[src/common/adc_cfg_pkg.sv]
// Purpose: Shared constants and types for the configuration register bank
// Assumes: Serial pins are slow next to mclk (sclk at most mclk/8)
// Notes: Addresses are 13 bits wide, data is one byte
`default_nettype none

package adc_cfg_pkg;
  localparam int ADDR_W = 13;
  localparam int INSTR_W = 16;
  localparam int CNT_W = 4;

  typedef logic [ADDR_W-1:0] addr_type;
  typedef logic [7:0] byte_type;

  // Register offsets
  localparam addr_type ADDR_PORT = 13'h000;
  localparam addr_type ADDR_ID = 13'h001;
  localparam addr_type ADDR_GRADE = 13'h002;
  localparam addr_type ADDR_POWER = 13'h008;
  localparam addr_type ADDR_CLOCK = 13'h009;
  localparam addr_type ADDR_PLL = 13'h00a;
  localparam addr_type ADDR_COMMIT = 13'h0ff;
  localparam addr_type SHADOW_LO = 13'h008;
  localparam addr_type SHADOW_HI = 13'h078;

  // Reset values
  localparam byte_type PORT_RESET = 8'h18;
  localparam byte_type POWER_RESET = 8'h00;
  localparam byte_type CLOCK_RESET = 8'h01;
  localparam byte_type ZERO_BYTE = 8'h00;

  // Writable bit masks of the shadowed registers
  localparam byte_type POWER_WMASK = 8'h23;
  localparam byte_type CLOCK_WMASK = 8'h01;

  // Field positions
  localparam int PORT_LSB_HI = 6;
  localparam int PORT_LSB_LO = 1;
  localparam int PORT_SRST_HI = 5;
  localparam int PORT_SRST_LO = 2;
  localparam int POWER_ROLE_BIT = 5;
  localparam int POWER_MODE_MSB = 1;
  localparam int POWER_MODE_LSB = 0;
  localparam int CLOCK_FIXER_BIT = 0;
  localparam int PLL_LOCK_BIT = 7;
  localparam int GRADE_LSB = 4;
  localparam int COMMIT_BIT = 0;
  localparam int INSTR_READ_BIT = 15;

  // Frame bit counts (last bit index)
  localparam logic [CNT_W-1:0] INSTR_LAST = 4'hf;
  localparam logic [CNT_W-1:0] BYTE_LAST = 4'h7;
  localparam logic [CNT_W-1:0] CNT_ONE = 4'h1;
  localparam logic [CNT_W-1:0] CNT_ZERO = 4'h0;
  localparam addr_type ADDR_ONE = 13'h001;

  // Synchroniser lane positions
  localparam int PIN_COUNT = 5;
  localparam int PIN_SEL = 4;
  localparam int PIN_SCLK = 3;
  localparam int PIN_SDIO = 2;
  localparam int PIN_PD = 1;
  localparam int PIN_PLL = 0;
  localparam logic [PIN_COUNT-1:0] SYNC_RESET = 5'h10;

  typedef enum logic [1:0] {
    MODE_NORMAL,
    MODE_FULL_DOWN,
    MODE_HOLD,
    MODE_SPARE
  } power_mode_type;

  typedef enum logic [1:0] {
    PH_INSTR,
    PH_WRITE,
    PH_READ
  } phase_type;
endpackage

`default_nettype wire

[src/common/reg_access_if.sv]
// Purpose: Carrier between serial engine and register bank
// Assumes: One mclk domain
// Notes: wrStrobe is a one-cycle pulse; rdData follows addr
`default_nettype none

interface reg_access_if;
  import adc_cfg_pkg::*;
  logic wrStrobe;
  addr_type addr;
  byte_type wrData;
  byte_type rdData;
  logic lsbFirst;
  logic sdioOut;
  logic sdioOe;

  modport engine(
    output wrStrobe,
    output addr,
    output wrData,
    output sdioOut,
    output sdioOe,
    input rdData,
    input lsbFirst
  );
  modport bank(
    input wrStrobe,
    input addr,
    input wrData,
    input sdioOut,
    input sdioOe,
    output rdData,
    output lsbFirst
  );
endinterface

`default_nettype wire

[src/hw/adc_shadowed_config_regs.sv]
// Purpose: Configuration register bank with shadowed staging and commit
// Assumes: Serial pins and status inputs are asynchronous to mclk
// Notes: Readback of shadowed registers returns the staged value
`default_nettype none

// Notes on behaviour
// - Writes to 0x08..0x78 only stage values
// - Writing 0x01 to 0xFF starts transfer
// - Transfer copies all staged values at once
// - Transfer flag clears itself after update
// - Port config mirrors nibbles, reset 0x18
// - Bit 5 of 0x08 picks pin role
// - Bit 0 of 0x09 enables stabilizer
// - Unmapped addresses and bits unsupported
// - Any reset loads default values
// - MSB first after power-up
module adc_shadowed_config_regs
  import adc_cfg_pkg::*;
#(
  parameter byte_type PART_ID = 8'h5a,
  parameter logic [1:0] SPEED_GRADE = 2'h0
)
(
  input wire logic mclk,
  input wire logic rst,
  input wire logic ce,
  input wire logic serial_select_n,
  input wire logic sclk,
  input wire logic sdioIn,
  output logic sdioOut,
  output logic sdioOe,
  input wire logic powerDownPin,
  input wire logic pllLock,
  output logic full_power_down,
  output logic low_power_hold,
  output logic duty_cycle_fixer
);
  // PART_ID default is arbitrary

  reg_access_if acc();

  logic [PIN_COUNT-1:0] pinMeta;
  logic [PIN_COUNT-1:0] pinSync;
  logic softResetPending;
  logic lsbFirst;
  byte_type stagePower;
  byte_type stageClock;
  byte_type activePower;
  byte_type activeClock;
  logic commitFlag;
  logic portWrite;
  logic commitWrite;
  logic stageWrite;
  power_mode_type activeMode;

  // Two-stage synchronisers for all outside inputs
  always_ff @(posedge mclk) begin
    if (rst) begin
      pinMeta <= SYNC_RESET;
      pinSync <= SYNC_RESET;
    end else if (ce) begin
      pinMeta <= {serial_select_n, sclk, sdioIn, powerDownPin, pllLock};
      pinSync <= pinMeta;
    end
  end

  serial_port_engine engine (
    .mclk(mclk),
    .rst(rst),
    .ce(ce),
    .selN(pinSync[PIN_SEL]),
    .sclk(pinSync[PIN_SCLK]),
    .sdio(pinSync[PIN_SDIO]),
    .acc(acc)
  );

  assign portWrite = acc.wrStrobe && acc.addr == ADDR_PORT;
  assign commitWrite = acc.wrStrobe && acc.addr == ADDR_COMMIT
                       && acc.wrData[COMMIT_BIT];
  assign stageWrite = acc.wrStrobe && acc.addr >= SHADOW_LO
                      && acc.addr <= SHADOW_HI;
  assign acc.lsbFirst = lsbFirst;
  assign activeMode = power_mode_type'(activePower[POWER_MODE_MSB:
                                                   POWER_MODE_LSB]);

  // Soft reset is a self-clearing request from either mirror bit
  always_ff @(posedge mclk) begin
    if (rst) begin
      softResetPending <= 1'b0;
    end else if (ce) begin
      softResetPending <= portWrite && (acc.wrData[PORT_SRST_HI]
                                        || acc.wrData[PORT_SRST_LO]);
    end
  end

  // Port configuration takes effect at once, not shadowed
  always_ff @(posedge mclk) begin
    if (rst) begin
      lsbFirst <= 1'b0;
    end else if (ce) begin
      if (softResetPending) begin
        lsbFirst <= 1'b0;
      end else if (portWrite) begin
        lsbFirst <= acc.wrData[PORT_LSB_HI]
                    || acc.wrData[PORT_LSB_LO];
      end
    end
  end

  // Staging copies; the active copy stays untouched
  always_ff @(posedge mclk) begin
    if (rst) begin
      stagePower <= POWER_RESET;
      stageClock <= CLOCK_RESET;
    end else if (ce) begin
      if (softResetPending) begin
        stagePower <= POWER_RESET;
        stageClock <= CLOCK_RESET;
      end else if (stageWrite) begin
        if (acc.addr == ADDR_POWER) begin
          stagePower <= acc.wrData & POWER_WMASK;
        end else if (acc.addr == ADDR_CLOCK) begin
          stageClock <= acc.wrData & CLOCK_WMASK;
        end
      end
    end
  end

  // Transfer flag: set wins over the self-clear
  always_ff @(posedge mclk) begin
    if (rst) begin
      commitFlag <= 1'b0;
    end else if (ce) begin
      if (softResetPending) begin
        commitFlag <= 1'b0;
      end else if (commitWrite) begin
        commitFlag <= 1'b1;
      end else if (commitFlag) begin
        commitFlag <= 1'b0;
      end
    end
  end

  // Active copies load together from staging
  always_ff @(posedge mclk) begin
    if (rst) begin
      activePower <= POWER_RESET;
      activeClock <= CLOCK_RESET;
    end else if (ce) begin
      if (softResetPending) begin
        activePower <= POWER_RESET;
        activeClock <= CLOCK_RESET;
      end else if (commitFlag) begin
        activePower <= stagePower;
        activeClock <= stageClock;
      end
    end
  end

  // Readback decode; writes to read-only or unmapped places are dropped
  always_comb begin
    if (acc.addr == ADDR_PORT) begin
      acc.rdData = PORT_RESET;
      acc.rdData[PORT_LSB_HI] = lsbFirst;
      acc.rdData[PORT_LSB_LO] = lsbFirst;
    end else if (acc.addr == ADDR_ID) begin
      acc.rdData = PART_ID;
    end else if (acc.addr == ADDR_GRADE) begin
      acc.rdData = ZERO_BYTE;
      acc.rdData[GRADE_LSB+1:GRADE_LSB] = SPEED_GRADE;
    end else if (acc.addr == ADDR_POWER) begin
      acc.rdData = stagePower;
    end else if (acc.addr == ADDR_CLOCK) begin
      acc.rdData = stageClock;
    end else if (acc.addr == ADDR_PLL) begin
      acc.rdData = ZERO_BYTE;
      acc.rdData[PLL_LOCK_BIT] = pinSync[PIN_PLL];
    end else if (acc.addr == ADDR_COMMIT) begin
      acc.rdData = ZERO_BYTE;
      acc.rdData[COMMIT_BIT] = commitFlag;
    end else begin
      acc.rdData = ZERO_BYTE;
    end
  end

  // Operating outputs follow the active copies and the synchronised power-down pin, not staging
  always_ff @(posedge mclk) begin
    if (rst) begin
      full_power_down <= 1'b0;
      low_power_hold <= 1'b0;
      duty_cycle_fixer <= CLOCK_RESET[CLOCK_FIXER_BIT];
    end else if (ce) begin
      full_power_down <= (pinSync[PIN_PD] && !activePower[POWER_ROLE_BIT])
                         || activeMode == MODE_FULL_DOWN;
      low_power_hold <= (pinSync[PIN_PD] && activePower[POWER_ROLE_BIT])
                        || activeMode == MODE_HOLD;
      duty_cycle_fixer <= activeClock[CLOCK_FIXER_BIT];
    end
  end

  // Serial data pin
  always_ff @(posedge mclk) begin
    if (rst) begin
      sdioOut <= 1'b0;
      sdioOe <= 1'b0;
    end else if (ce) begin
      sdioOut <= acc.sdioOut;
      sdioOe <= acc.sdioOe;
    end
  end
endmodule

`default_nettype wire

[src/hw/serial_port_engine.sv]
// Purpose: Serial frame engine: instruction, write bytes, readback bytes
// Assumes: Inputs already synchronised to mclk
// Notes: Address steps down in MSB-first mode and up in LSB-first mode
`default_nettype none

module serial_port_engine
  import adc_cfg_pkg::*;
(
  input wire logic mclk,
  input wire logic rst,
  input wire logic ce,
  input wire logic selN,
  input wire logic sclk,
  input wire logic sdio,
  reg_access_if.engine acc
);
  logic sclkLast;
  logic [INSTR_W-1:0] shiftIn;
  logic [INSTR_W-1:0] next_shift;
  byte_type next_byte;
  logic [CNT_W-1:0] bitCnt;
  phase_type phase;
  byte_type outBuf;
  logic loadOut;
  logic rise;
  logic fall;

  assign rise = sclk & ~sclkLast;
  assign fall = ~sclk & sclkLast;

  // Bit order follows the port configuration
  always_comb begin
    if (acc.lsbFirst) begin
      next_shift = {sdio, shiftIn[INSTR_W-1:1]};
      next_byte = next_shift[INSTR_W-1:INSTR_W-8];
    end else begin
      next_shift = {shiftIn[INSTR_W-2:0], sdio};
      next_byte = next_shift[7:0];
    end
  end

  always_ff @(posedge mclk) begin
    if (rst) begin
      sclkLast <= 1'b0;
    end else if (ce) begin
      sclkLast <= sclk;
    end
  end

  // Frame sequencing
  always_ff @(posedge mclk) begin
    if (rst) begin
      phase <= PH_INSTR;
      bitCnt <= CNT_ZERO;
      shiftIn <= '0;
      acc.addr <= '0;
      acc.wrData <= ZERO_BYTE;
      acc.wrStrobe <= 1'b0;
      loadOut <= 1'b0;
    end else if (ce) begin
      acc.wrStrobe <= 1'b0;
      loadOut <= 1'b0;
      if (acc.wrStrobe) begin
        acc.addr <= acc.lsbFirst ? acc.addr + ADDR_ONE : acc.addr - ADDR_ONE;
      end
      if (selN) begin
        phase <= PH_INSTR;
        bitCnt <= CNT_ZERO;
      end else if (rise) begin
        shiftIn <= next_shift;
        bitCnt <= CNT_W'(bitCnt + CNT_ONE);
        case (phase)
          PH_INSTR: begin
            if (bitCnt == INSTR_LAST) begin
              acc.addr <= next_shift[ADDR_W-1:0];
              bitCnt <= CNT_ZERO;
              loadOut <= next_shift[INSTR_READ_BIT];
              phase <= next_shift[INSTR_READ_BIT] ? PH_READ : PH_WRITE;
            end
          end
          PH_WRITE: begin
            if (bitCnt == BYTE_LAST) begin
              acc.wrData <= next_byte;
              acc.wrStrobe <= 1'b1;
              bitCnt <= CNT_ZERO;
            end
          end
          default: begin
            if (bitCnt == BYTE_LAST) begin
              bitCnt <= CNT_ZERO;
              loadOut <= 1'b1;
              acc.addr <= acc.lsbFirst ? acc.addr + ADDR_ONE
                                       : acc.addr - ADDR_ONE;
            end
          end
        endcase
      end
    end
  end

  // Readback shifter, driven on falling sclk
  always_ff @(posedge mclk) begin
    if (rst) begin
      outBuf <= ZERO_BYTE;
      acc.sdioOut <= 1'b0;
      acc.sdioOe <= 1'b0;
    end else if (ce) begin
      if (selN) begin
        acc.sdioOut <= 1'b0;
        acc.sdioOe <= 1'b0;
      end else if (loadOut) begin
        outBuf <= acc.rdData;
      end else if (fall && phase == PH_READ) begin
        acc.sdioOe <= 1'b1;
        if (acc.lsbFirst) begin
          acc.sdioOut <= outBuf[0];
          outBuf <= {1'b0, outBuf[7:1]};
        end else begin
          acc.sdioOut <= outBuf[7];
          outBuf <= {outBuf[6:0], 1'b0};
        end
      end
    end
  end
endmodule

`default_nettype wire

[config.mk]
export PLATFORM = sky130hd
export DESIGN_NAME = adc_shadowed_config_regs
export DESIGN_NICKNAME = d
export VERILOG_FILES = /design/src/common/adc_cfg_pkg.sv /design/src/common/reg_access_if.sv /design/src/hw/adc_shadowed_config_regs.sv /design/src/hw/serial_port_engine.sv
export SDC_FILE = /design/constraint.sdc
export NUM_CORES = 1
export LEC_CHECK = 0
export BUFFER_PORTS_ARGS = -buffer_cell sky130_fd_sc_hd__buf_2
export CORE_UTILIZATION = 30
export DETAILED_ROUTE_END_ITERATION = 8
export GPL_TIMING_DRIVEN = 0
export SYNTH_ARGS = -nofsm -noshare
export SYNTH_HDL_FRONTEND = slang
export SYNTH_HIERARCHICAL = 1
export SYNTH_SLANG_ARGS = --single-unit
[constraint.sdc]
create_clock -name mclk -period 8.43 [get_ports mclk]
set_input_delay 0.4215 -clock mclk [delete_from_list [all_inputs] [get_ports mclk]]
set_output_delay 0.4215 -clock mclk [all_outputs]
set_load 0.01 [all_outputs]
==> results.yml, run 1 <==
floorplan:
  dieArea_um2: 15280
  placementRows: 44
  start_util: 0.3063
  die_w_um: 123.6
  num_io_pins: 13
  coreArea_um2: 14480
  die_height_um: 123.6
final_layout:
  fillers: 1472
  final_common_cell: "dfxtp_1"
  drive_above_1_share: 0.09894
  layout_common_cells: "dfxtp_1, nor2_1, a21oi_1"
  final_nets: 582
  n_antenna_cell: 0
  syn_to_final_growth_pct: 13.29
  post-route-util: 0.3470
clock_tree:
  cts_tree: "yes"
  postCtsSetupRepairBufs: 0
  numCtsBuffers: 9
  cts_sinks: 79
  worst_skew_pair.late_latency_ps: 340
  post_cts_resized: 0
  root_buffer: "clkbuf_16"
  cts_max_path_buffers: 2
  ctsHoldBuffers: 0
  h-tree-depth: 3
  clkTransAtPathRegs_ps: 60
global_routing:
  busiest_layer: "met2"
  met3_usage: 0.03663
  first_global_vias: 4006
  grt_pass1_wl_um: 20330
  antenna_found_initial: 0
  grt_max_degree: 15
  use_met2: 0.2875
  grt.met1_usage: 0.2205
  grt_remaining_overflow: 0
  grt.total_usage: 0.1729
sta:
  relSlewSlack: 0.4106
  hold_violations: 0
  fmax_ghz: 0.2339
  slew_viol_final: 0
  hold_slack_ps: 297.3
  rsz0062_at_grt: "no"
  clock_skew_ps: 8.197
  final.min_clock_period_ps: 4276
  worst_slew_pin_slew_ps: 879.4
  fin_crit_sh: 0.5072
  setup_violations: 0
  setup-tns-final_ps: 0
run:
  cap_viol_max_count: 0
logic_synthesis:
  syn-instance-count: 539
  synth-warning-count: 6
  syn_area_um2: 4436
  synth_nets: 560
  avgSynthCellArea_um2: 8.229
detailed_routing:
  drt_wl_total_um: 12460
  drcViolationCount: 0
  first_pass_iters: 5
  drtIter0Drc: 321
  antenna_left: 0
  avgViaCountPerCell: 5.541
  vias: 4156
  wl_per_cell_um: 16.62
power:
  powerDensity_nw_per_um2: 168.1
  p_leak_nw: 1.699
  vdd.ir_drop.worst_uv: 78.21
  p_total_w: 0.0008448
setup_path:
  cp-end-kind: "flop"
  crit_path_start_kind: "flop"
  critPathMaxFanout: 11
  worstSetupPathType: "reg2reg"
  cp.arrival_ps: 4520
  cp.required_ps: 8680
place:
  dpl.hpwl_um: 9276
  place.gp.congestion: 0.8489
  io_buffers: 11
hold_path:
  min_path_type: "in2reg"
status:
  status: "finished, final reports clean"
==> per-stage QoR <==
| step | instance area [µm²] | instances | setup WS, ps |
|---|---|---|---|
| after floorplan | 4436 | 539 | 5013 |
| after global placement | 4721 | 734 | 4265 |
| after detailed placement | 4721 | 734 | 4209 |
| after CTS | 5025 | 750 | 4196 |
| after global routing | 5025 | 750 | 3821 |
| final | 5025 | 750 | 4154 |
==> path summary, 6_finish.rpt <==
check | startpoint | end | slack (ps) | depth (start not counted)
max reg2reg | acc.lsbFirst | engine/acc.addr[10] | 4150 | 12
min reg2reg | pinMeta[4] | pinSync[4] | 460 | 1
max | acc.lsbFirst | engine/acc.addr[10] | 4150 | 12
min | serial_select_n | pinMeta[4] | 300 | 2
==> report_power, final <==
| group | switching [W] | internal [W] | total [W] |
|---|---|---|---|
| sequential | 0.00000488 | 0.000378 | 0.000383 |
| combinational | 0.0000397 | 0.0000235 | 0.0000632 |
| clock | 0.000160 | 0.000238 | 0.000398 |
| total | 0.000204 | 0.000640 | 0.000845 |
==> layer usage <==
metal | vias up | part of all wire
met5 | - | 0
met4 | 0 | 0.024
met3 | 21 | 0.033
met2 | 107 | 0.47
met1 | 1996 | 0.47
li1 | 2032 | -
==> area by class of cell <==
| cell class | count | area, µm² | share of cell area |
|---|---|---|---|
| Multi-Input combinational cell | 418 | 2679 | 0.5331 |
| Sequential cell | 79 | 1582 | 0.3147 |
| Clock buffer | 10 | 239.0 | 0.04756 |
| Tap cell | 184 | 230.2 | 0.04582 |
| Buffer | 33 | 141.4 | 0.02814 |
| Clock inverter | 6 | 65.06 | 0.01295 |
| Timing Repair Buffer | 11 | 55.05 | 0.01096 |
| Inverter | 9 | 33.78 | 0.006723 |
==> sequential cells by signal (all words and copies together), names as in the netlist, 3 cells and up <==
register / cells
engine/acc.addr: 13
engine/acc.wrData: 5
pinMeta: 5
engine/shiftIn: 16
pinSync: 5
activePower: 3
engine/outBuf: 8
engine/bitCnt: 4
stagePower: 3
==> worst max-delay path, cell delays in order (launching register included) <==
cell       delay (ps)
dfxtp_1           460
clkbuf_1          350
clkbuf_1          410
buf_2             350
buf_2             240
inv_1             260
ha_1              420
nor2b_1           180
o2111ai_1         340
a21boi_0          200
o2111ai_1         250
or4b_1            460
a311oi_1          260
Power figures use the tool's default switching activity.
==> inputs of run 2 (changes only) <==
--- a/config.mk
+++ b/config.mk
@@ -5,6 +5,7 @@
 export SDC_FILE = /design/constraint.sdc
 export NUM_CORES = 1
 export LEC_CHECK = 0
+export ABC_AREA = 1
 export BUFFER_PORTS_ARGS = -buffer_cell sky130_fd_sc_hd__buf_2
 export CORE_UTILIZATION = 30
 export DETAILED_ROUTE_END_ITERATION = 8
==> constraint.sdc (replaced) <==
create_clock -name mclk -period 4.48 [get_ports mclk]
set_input_delay 0.224 -clock mclk [delete_from_list [all_inputs] [get_ports mclk]]
set_output_delay 0.224 -clock mclk [all_outputs]
set_load 0.01 [all_outputs]
==> run 2 against run 1 <==
Setup slack worse by 2600 ps. Area after synthesis increased by 8.9%. Power grew 100%. Largest power group unchanged.
==> results.yml, run 2 <==
power:
  p_total_w: 0.001720
  p_leak_nw: 2.351
  powerDensity_nw_per_um2: 313.4
  vdd.ir_drop.worst_uv: 199.0
place:
  place.gp.congestion: 0.8662
  dp_cells: 961
  dpl.hpwl_um: 9670
  io_buffers: 12
setup_path:
  worstPathCellList: "buf_2, clkinv_1, buf_2, ha_1, nand2_1, inv_1, a21oi_1, nand2_1, nand3_1, nand2_1, or2_2, nand3_1, a21oi_1"
  regToRegStartpoint: "acc.lsbFirst"
  crit_family: "buffers and inverters"
  cp.required_ps: 4710
  r2r_cells: 13
  cpMaxStageDelayCell: "ha_1"
  r2r-end: "engine/acc.addr[10]"
  worstSetupPathType: "reg2reg"
  cp_common_cell: "nand2_1"
  critPathMaxFanout: 20
  cpPeakStageDelay_ps: 420
  crit_path_start_kind: "flop"
  reg2reg_slack_ps: 1580
  cp-end-kind: "flop"
  critPathBufInv: 4
  cp.arrival_ps: 3130
logic_synthesis:
  synth-warning-count: 6
  syn_area_um2: 4830
  syn-instance-count: 733
  synth_nets: 754
  avgSynthCellArea_um2: 6.589
final_layout:
  fillers: 1705
  regMostFlops: "engine/shiftIn"
  top_regs: "engine/shiftIn x16, engine/acc.addr x13, engine/outBuf x8"
  fin_cells: 977
  layout_common_cells: "nand2_1, a21oi_1, dfxtp_1"
  final_common_cell: "nand2_1"
  post-route-util: 0.3468
  largest_reg_flops: 16
  syn_to_final_growth_pct: 13.65
  final_nets: 777
  n_antenna_cell: 0
  drive_above_1_share: 0.1222
detailed_routing:
  drt_wl_total_um: 13000
  drtIter0Drc: 367
  drcViolationCount: 0
  avgViaCountPerCell: 4.803
  vias: 4693
  wl_per_cell_um: 13.31
  antenna_left: 0
  first_pass_iters: 5
floorplan:
  coreArea_um2: 15830
  die_height_um: 128.9
  die_w_um: 128.9
  placementRows: 46
  dieArea_um2: 16610
  num_io_pins: 13
  start_util: 0.3051
hold_path:
  min_path_type: "in2reg"
  hold_end: "pinMeta[0]"
  hp-start: "pllLock"
  hold_depth: 3
global_routing:
  antenna_found_initial: 0
  grt_max_degree: 21
  grt.total_usage: 0.1648
  grt_pass1_wl_um: 21440
  first_global_vias: 4219
  grt_remaining_overflow: 0
sta:
  fmax_ghz: 0.3453
  final.min_clock_period_ps: 2896
  worst_slew_pin_slew_ps: 571.8
  clock_skew_ps: 12.03
  rsz0062_at_grt: "no"
  hold_violations: 0
  setup_violations: 0
  relSlewSlack: 0.6188
  setup-tns-final_ps: 0
  slew_viol_final: 0
  fin_crit_sh: 0.6463
clock_tree:
  cts_sinks: 79
  cts_tree: "yes"
  postCtsSetupRepairBufs: 0
  h-tree-depth: 3
  post_cts_resized: 0
  root_buffer: "clkbuf_16"
  clkTransAtPathRegs_ps: 60
  numCtsBuffers: 9
  worst_skew_pair.late_latency_ps: 350
  cts_max_path_buffers: 2
  ctsHoldBuffers: 0
run:
  cap_viol_max_count: 0
status:
  status: "finished, final reports clean"
==> run 2: layout make-up <==
| type | instances | area, µm² | share of cell area |
|---|---|---|---|
| plain buffers | 29 | 138.9 | 0.02530 |
| clock buffers | 9 | 225.2 | 0.04103 |
| clock inverters | 7 | 103.9 | 0.01892 |
| inverters | 81 | 304.0 | 0.05539 |
| multi-input cells | 544 | 2805 | 0.5111 |
| flip-flops and latches | 79 | 1582 | 0.2881 |
| well taps | 216 | 270.3 | 0.04924 |
| repair buffers | 12 | 60.06 | 0.01094 |
==> run 2: tightest hold or removal path: stages <==
cell,delay [ps]
buf_2,70
nor2_1,30
nor2_1,80
==> run 2: per-stage QoR <==
step	hold WS [ps]	area [µm²]	setup WS, ps
detailed placement	454.2	5160	1603
CTS	93.82	5489	1585
finish	96.58	5489	1584
floorplan	293.1	4830	2136
global route	96.96	5489	1353
global placement	444.1	5160	1630
==> run 2: worst max path at each step <==
stage / startpoint / end / slack, ps / cells past startpoint
2_1_floorplan: acc.lsbFirst / engine/acc.addr[10] / 2140 / 13
3_3_place_gp: acc.lsbFirst / engine/acc.addr[11] / 1630 / 12
3_5_place_dp: acc.lsbFirst / engine/acc.addr[9] / 1600 / 12
4_1_cts: acc.lsbFirst / engine/acc.addr[10] / 1590 / 13
5_1_grt: acc.lsbFirst / engine/acc.addr[10] / 1350 / 13
6_report: acc.lsbFirst / engine/acc.addr[10] / 1580 / 13
==> run 2: per-layer routing <==
layer,part of all wire,wire length (µm),up-vias,track usage
met2,0.45,5865,90,0.2649
met3,0.030,392,25,0.02453
met4,0.020,264,0,0.05675
met5,0,0,-,0
met1,0.50,6480,2110,0.2244
li1,-,-,2468,-
==> run 2: power breakdown <==
| group | switching, W | internal, W |
|---|---|---|
| clock network | 0.000328 | 0.000496 |
| registers | 0.0000148 | 0.000718 |
| logic | 0.000107 | 0.0000565 |
| total | 0.000450 | 0.00127 |
==> inputs of run 3 (changes only) <==
==> constraint.sdc (replaced) <==
create_clock -name mclk -period 2.4 [get_ports mclk]
set_input_delay 0.12 -clock mclk [delete_from_list [all_inputs] [get_ports mclk]]
set_output_delay 0.12 -clock mclk [all_outputs]
set_load 0.01 [all_outputs]
==> run 3 against run 2 <==
Routed wire length is 1.0% higher. Register-to-register slack worse by 1400 ps. Flip-flop and latch count stayed put. First-iteration DRC count is 6.8% lower. Cell count is 0.41% higher. Power is 87% higher. Non-clock buffer count is 4 higher. Sequential power is 87% higher. Combinational power is 95% higher. Critical endpoint is now engine/acc.addr[9].
==> results.yml, run 3 (synthesized netlist as in run 2, its figures left out) <==
status:
  status: "finished, final reports clean"
clock_tree:
  root_buffer: "clkbuf_16"
  cts_tree: "yes"
  worst_skew_pair.late_latency_ps: 350
  numCtsBuffers: 9
  cts_sinks: 79
  h-tree-depth: 3
  postCtsSetupRepairBufs: 0
  cts_max_path_buffers: 2
  clkTransAtPathRegs_ps: 60
sta:
  relSlewSlack: 0.6180
  fin_crit_sh: 0.9361
  slew_viol_final: 0
  fmax_ghz: 0.4451
  hold_violations: 0
  final.min_clock_period_ps: 2247
  clock_skew_ps: 12.16
  setup_ws_ps: 153.3
  setup_violations: 0
  setup-tns-final_ps: 0
  worst_slew_pin_slew_ps: 573.0
setup_path:
  critPathBufInv: 3
  cpPeakStageDelay_ps: 370
  crit_path_start_kind: "flop"
  r2r-end: "engine/acc.addr[9]"
  reg2reg_slack_ps: 150
  cpMaxStageDelayCell: "dfxtp_2"
  worstSetupPathType: "reg2reg"
  cp_common_cell: "a21oi_1"
  r2r_cells: 12
  critPathMaxFanout: 20
  cp.arrival_ps: 2470
  cp.required_ps: 2630
  worstPathCellList: "buf_4, clkinv_4, buf_12, ha_4, nand2_1, nor2_1, nand3_2, nand2_2, a21oi_1, or2_2, nand3_1, a21oi_1"
  crit_family: "simple AND/OR/NAND/NOR gates"
  cp-end-kind: "flop"
  regToRegStartpoint: "acc.lsbFirst"
detailed_routing:
  drt_wl_total_um: 13140
  vias: 4759
  first_pass_iters: 5
  drtIter0Drc: 342
  drcViolationCount: 0
  avgViaCountPerCell: 4.851
  wl_per_cell_um: 13.39
  antenna_left: 0
global_routing:
  antenna_found_initial: 0
  grt_pass1_wl_um: 21570
  first_global_vias: 4244
  grt_max_degree: 21
  grt_remaining_overflow: 0
  grt.total_usage: 0.1658
floorplan:
  start_util: 0.3051
  die_w_um: 128.9
  num_io_pins: 13
  coreArea_um2: 15830
  die_height_um: 128.9
  placementRows: 46
  dieArea_um2: 16610
hold_path:
  hold_end: "pinMeta[2]"
  hp-start: "sdioIn"
  min_path_type: "in2reg"
  hold_depth: 3
place:
  dpl.hpwl_um: 9670
  io_buffers: 12
  dp_worst_setup_slack_ps: -476.8
  place.gp.congestion: 0.8662
  dp_cells: 961
power:
  powerDensity_nw_per_um2: 568.2
  vdd.ir_drop.worst_uv: 364.8
  p_total_w: 0.003211
  p_leak_nw: 2.388
run:
  cap_viol_max_count: 0
final_layout:
  n_antenna_cell: 0
  syn_to_final_growth_pct: 16.99
  fin_cells: 981
  top_regs: "engine/shiftIn x16, engine/acc.addr x13, engine/outBuf x8"
  final_common_cell: "nand2_1"
  largest_reg_flops: 16
  regMostFlops: "engine/shiftIn"
  drive_above_1_share: 0.1399
  layout_common_cells: "nand2_1, a21oi_1, dfxtp_1"
  final_nets: 781
-- run 3: layout make-up --
class | count | area [µm²]
inverter | 81 | 309.0
sequential | 79 | 1583
clock buffer | 9 | 225.2
tap | 216 | 270.3
buffer | 29 | 156.4
timing repair buffer | 16 | 100.1
multi-input combinational | 544 | 2903
fill | 1697 | 10180
clock inverter | 7 | 103.9
-- run 3: power by group --
part / switching (W) / internal [W]
clock: 0.000599 / 0.000926
sequential: 0.0000286 / 0.00134
combinational: 0.000203 / 0.000114
-- run 3: repair_timing --
| action | 4_1_cts | 5_1_grt |
|---|---|---|
| endpoints found under the hold margin | 4 | 0 |
| endpoints found under the setup margin | 11 | 7 |
| gates resized for setup | 14 | 9 |
| hold buffers | 4 | 0 |
-- run 3: metrics by stage --
step	util	area, µm²	hold slack [ps]
floorplan	-	4830	189.1
global placement	0.3260	5160	340.1
detailed placement	0.3260	5160	350.9
CTS	0.3538	5599	1.593
global route	0.3570	5650	19.29
finish	0.3570	5650	7.207
-- run 3: how the worst max path moves through the flow --
stage                       startpoint                   to  slack [ps]  depth (start not counted)
final                     acc.lsbFirst   engine/acc.addr[9]         150                         12
after global routing      acc.lsbFirst   engine/acc.addr[9]          -3                         12
after CTS                 acc.lsbFirst  engine/acc.addr[10]          50                         13
after detailed placement  acc.lsbFirst   engine/acc.addr[9]        -480                         12
after global placement    acc.lsbFirst  engine/acc.addr[11]        -450                         12
after floorplan           acc.lsbFirst  engine/acc.addr[10]          60                         13
-- run 3: worst reg2reg max path: cells and delay by family (launching register included) --
family	cells	cell delay, ps
AND/OR/NAND/NOR	6	830
buffers and inverters	3	450
flip-flops	1	370
adder cells (fa/ha/maj)	1	310
AO/OA/AOI/OAI	2	150
-- run 3: routing by layer --
metal / up-vias / share of wire / routed length [µm] / track usage
li1: 2480 / - / - / -
met1: 2134 / 0.48 / 6355 / 0.2249
met2: 125 / 0.46 / 5978 / 0.2677
met3: 20 / 0.042 / 554 / 0.02453
met4: 0 / 0.019 / 247 / 0.05675
met5: - / 0 / 0 / 0
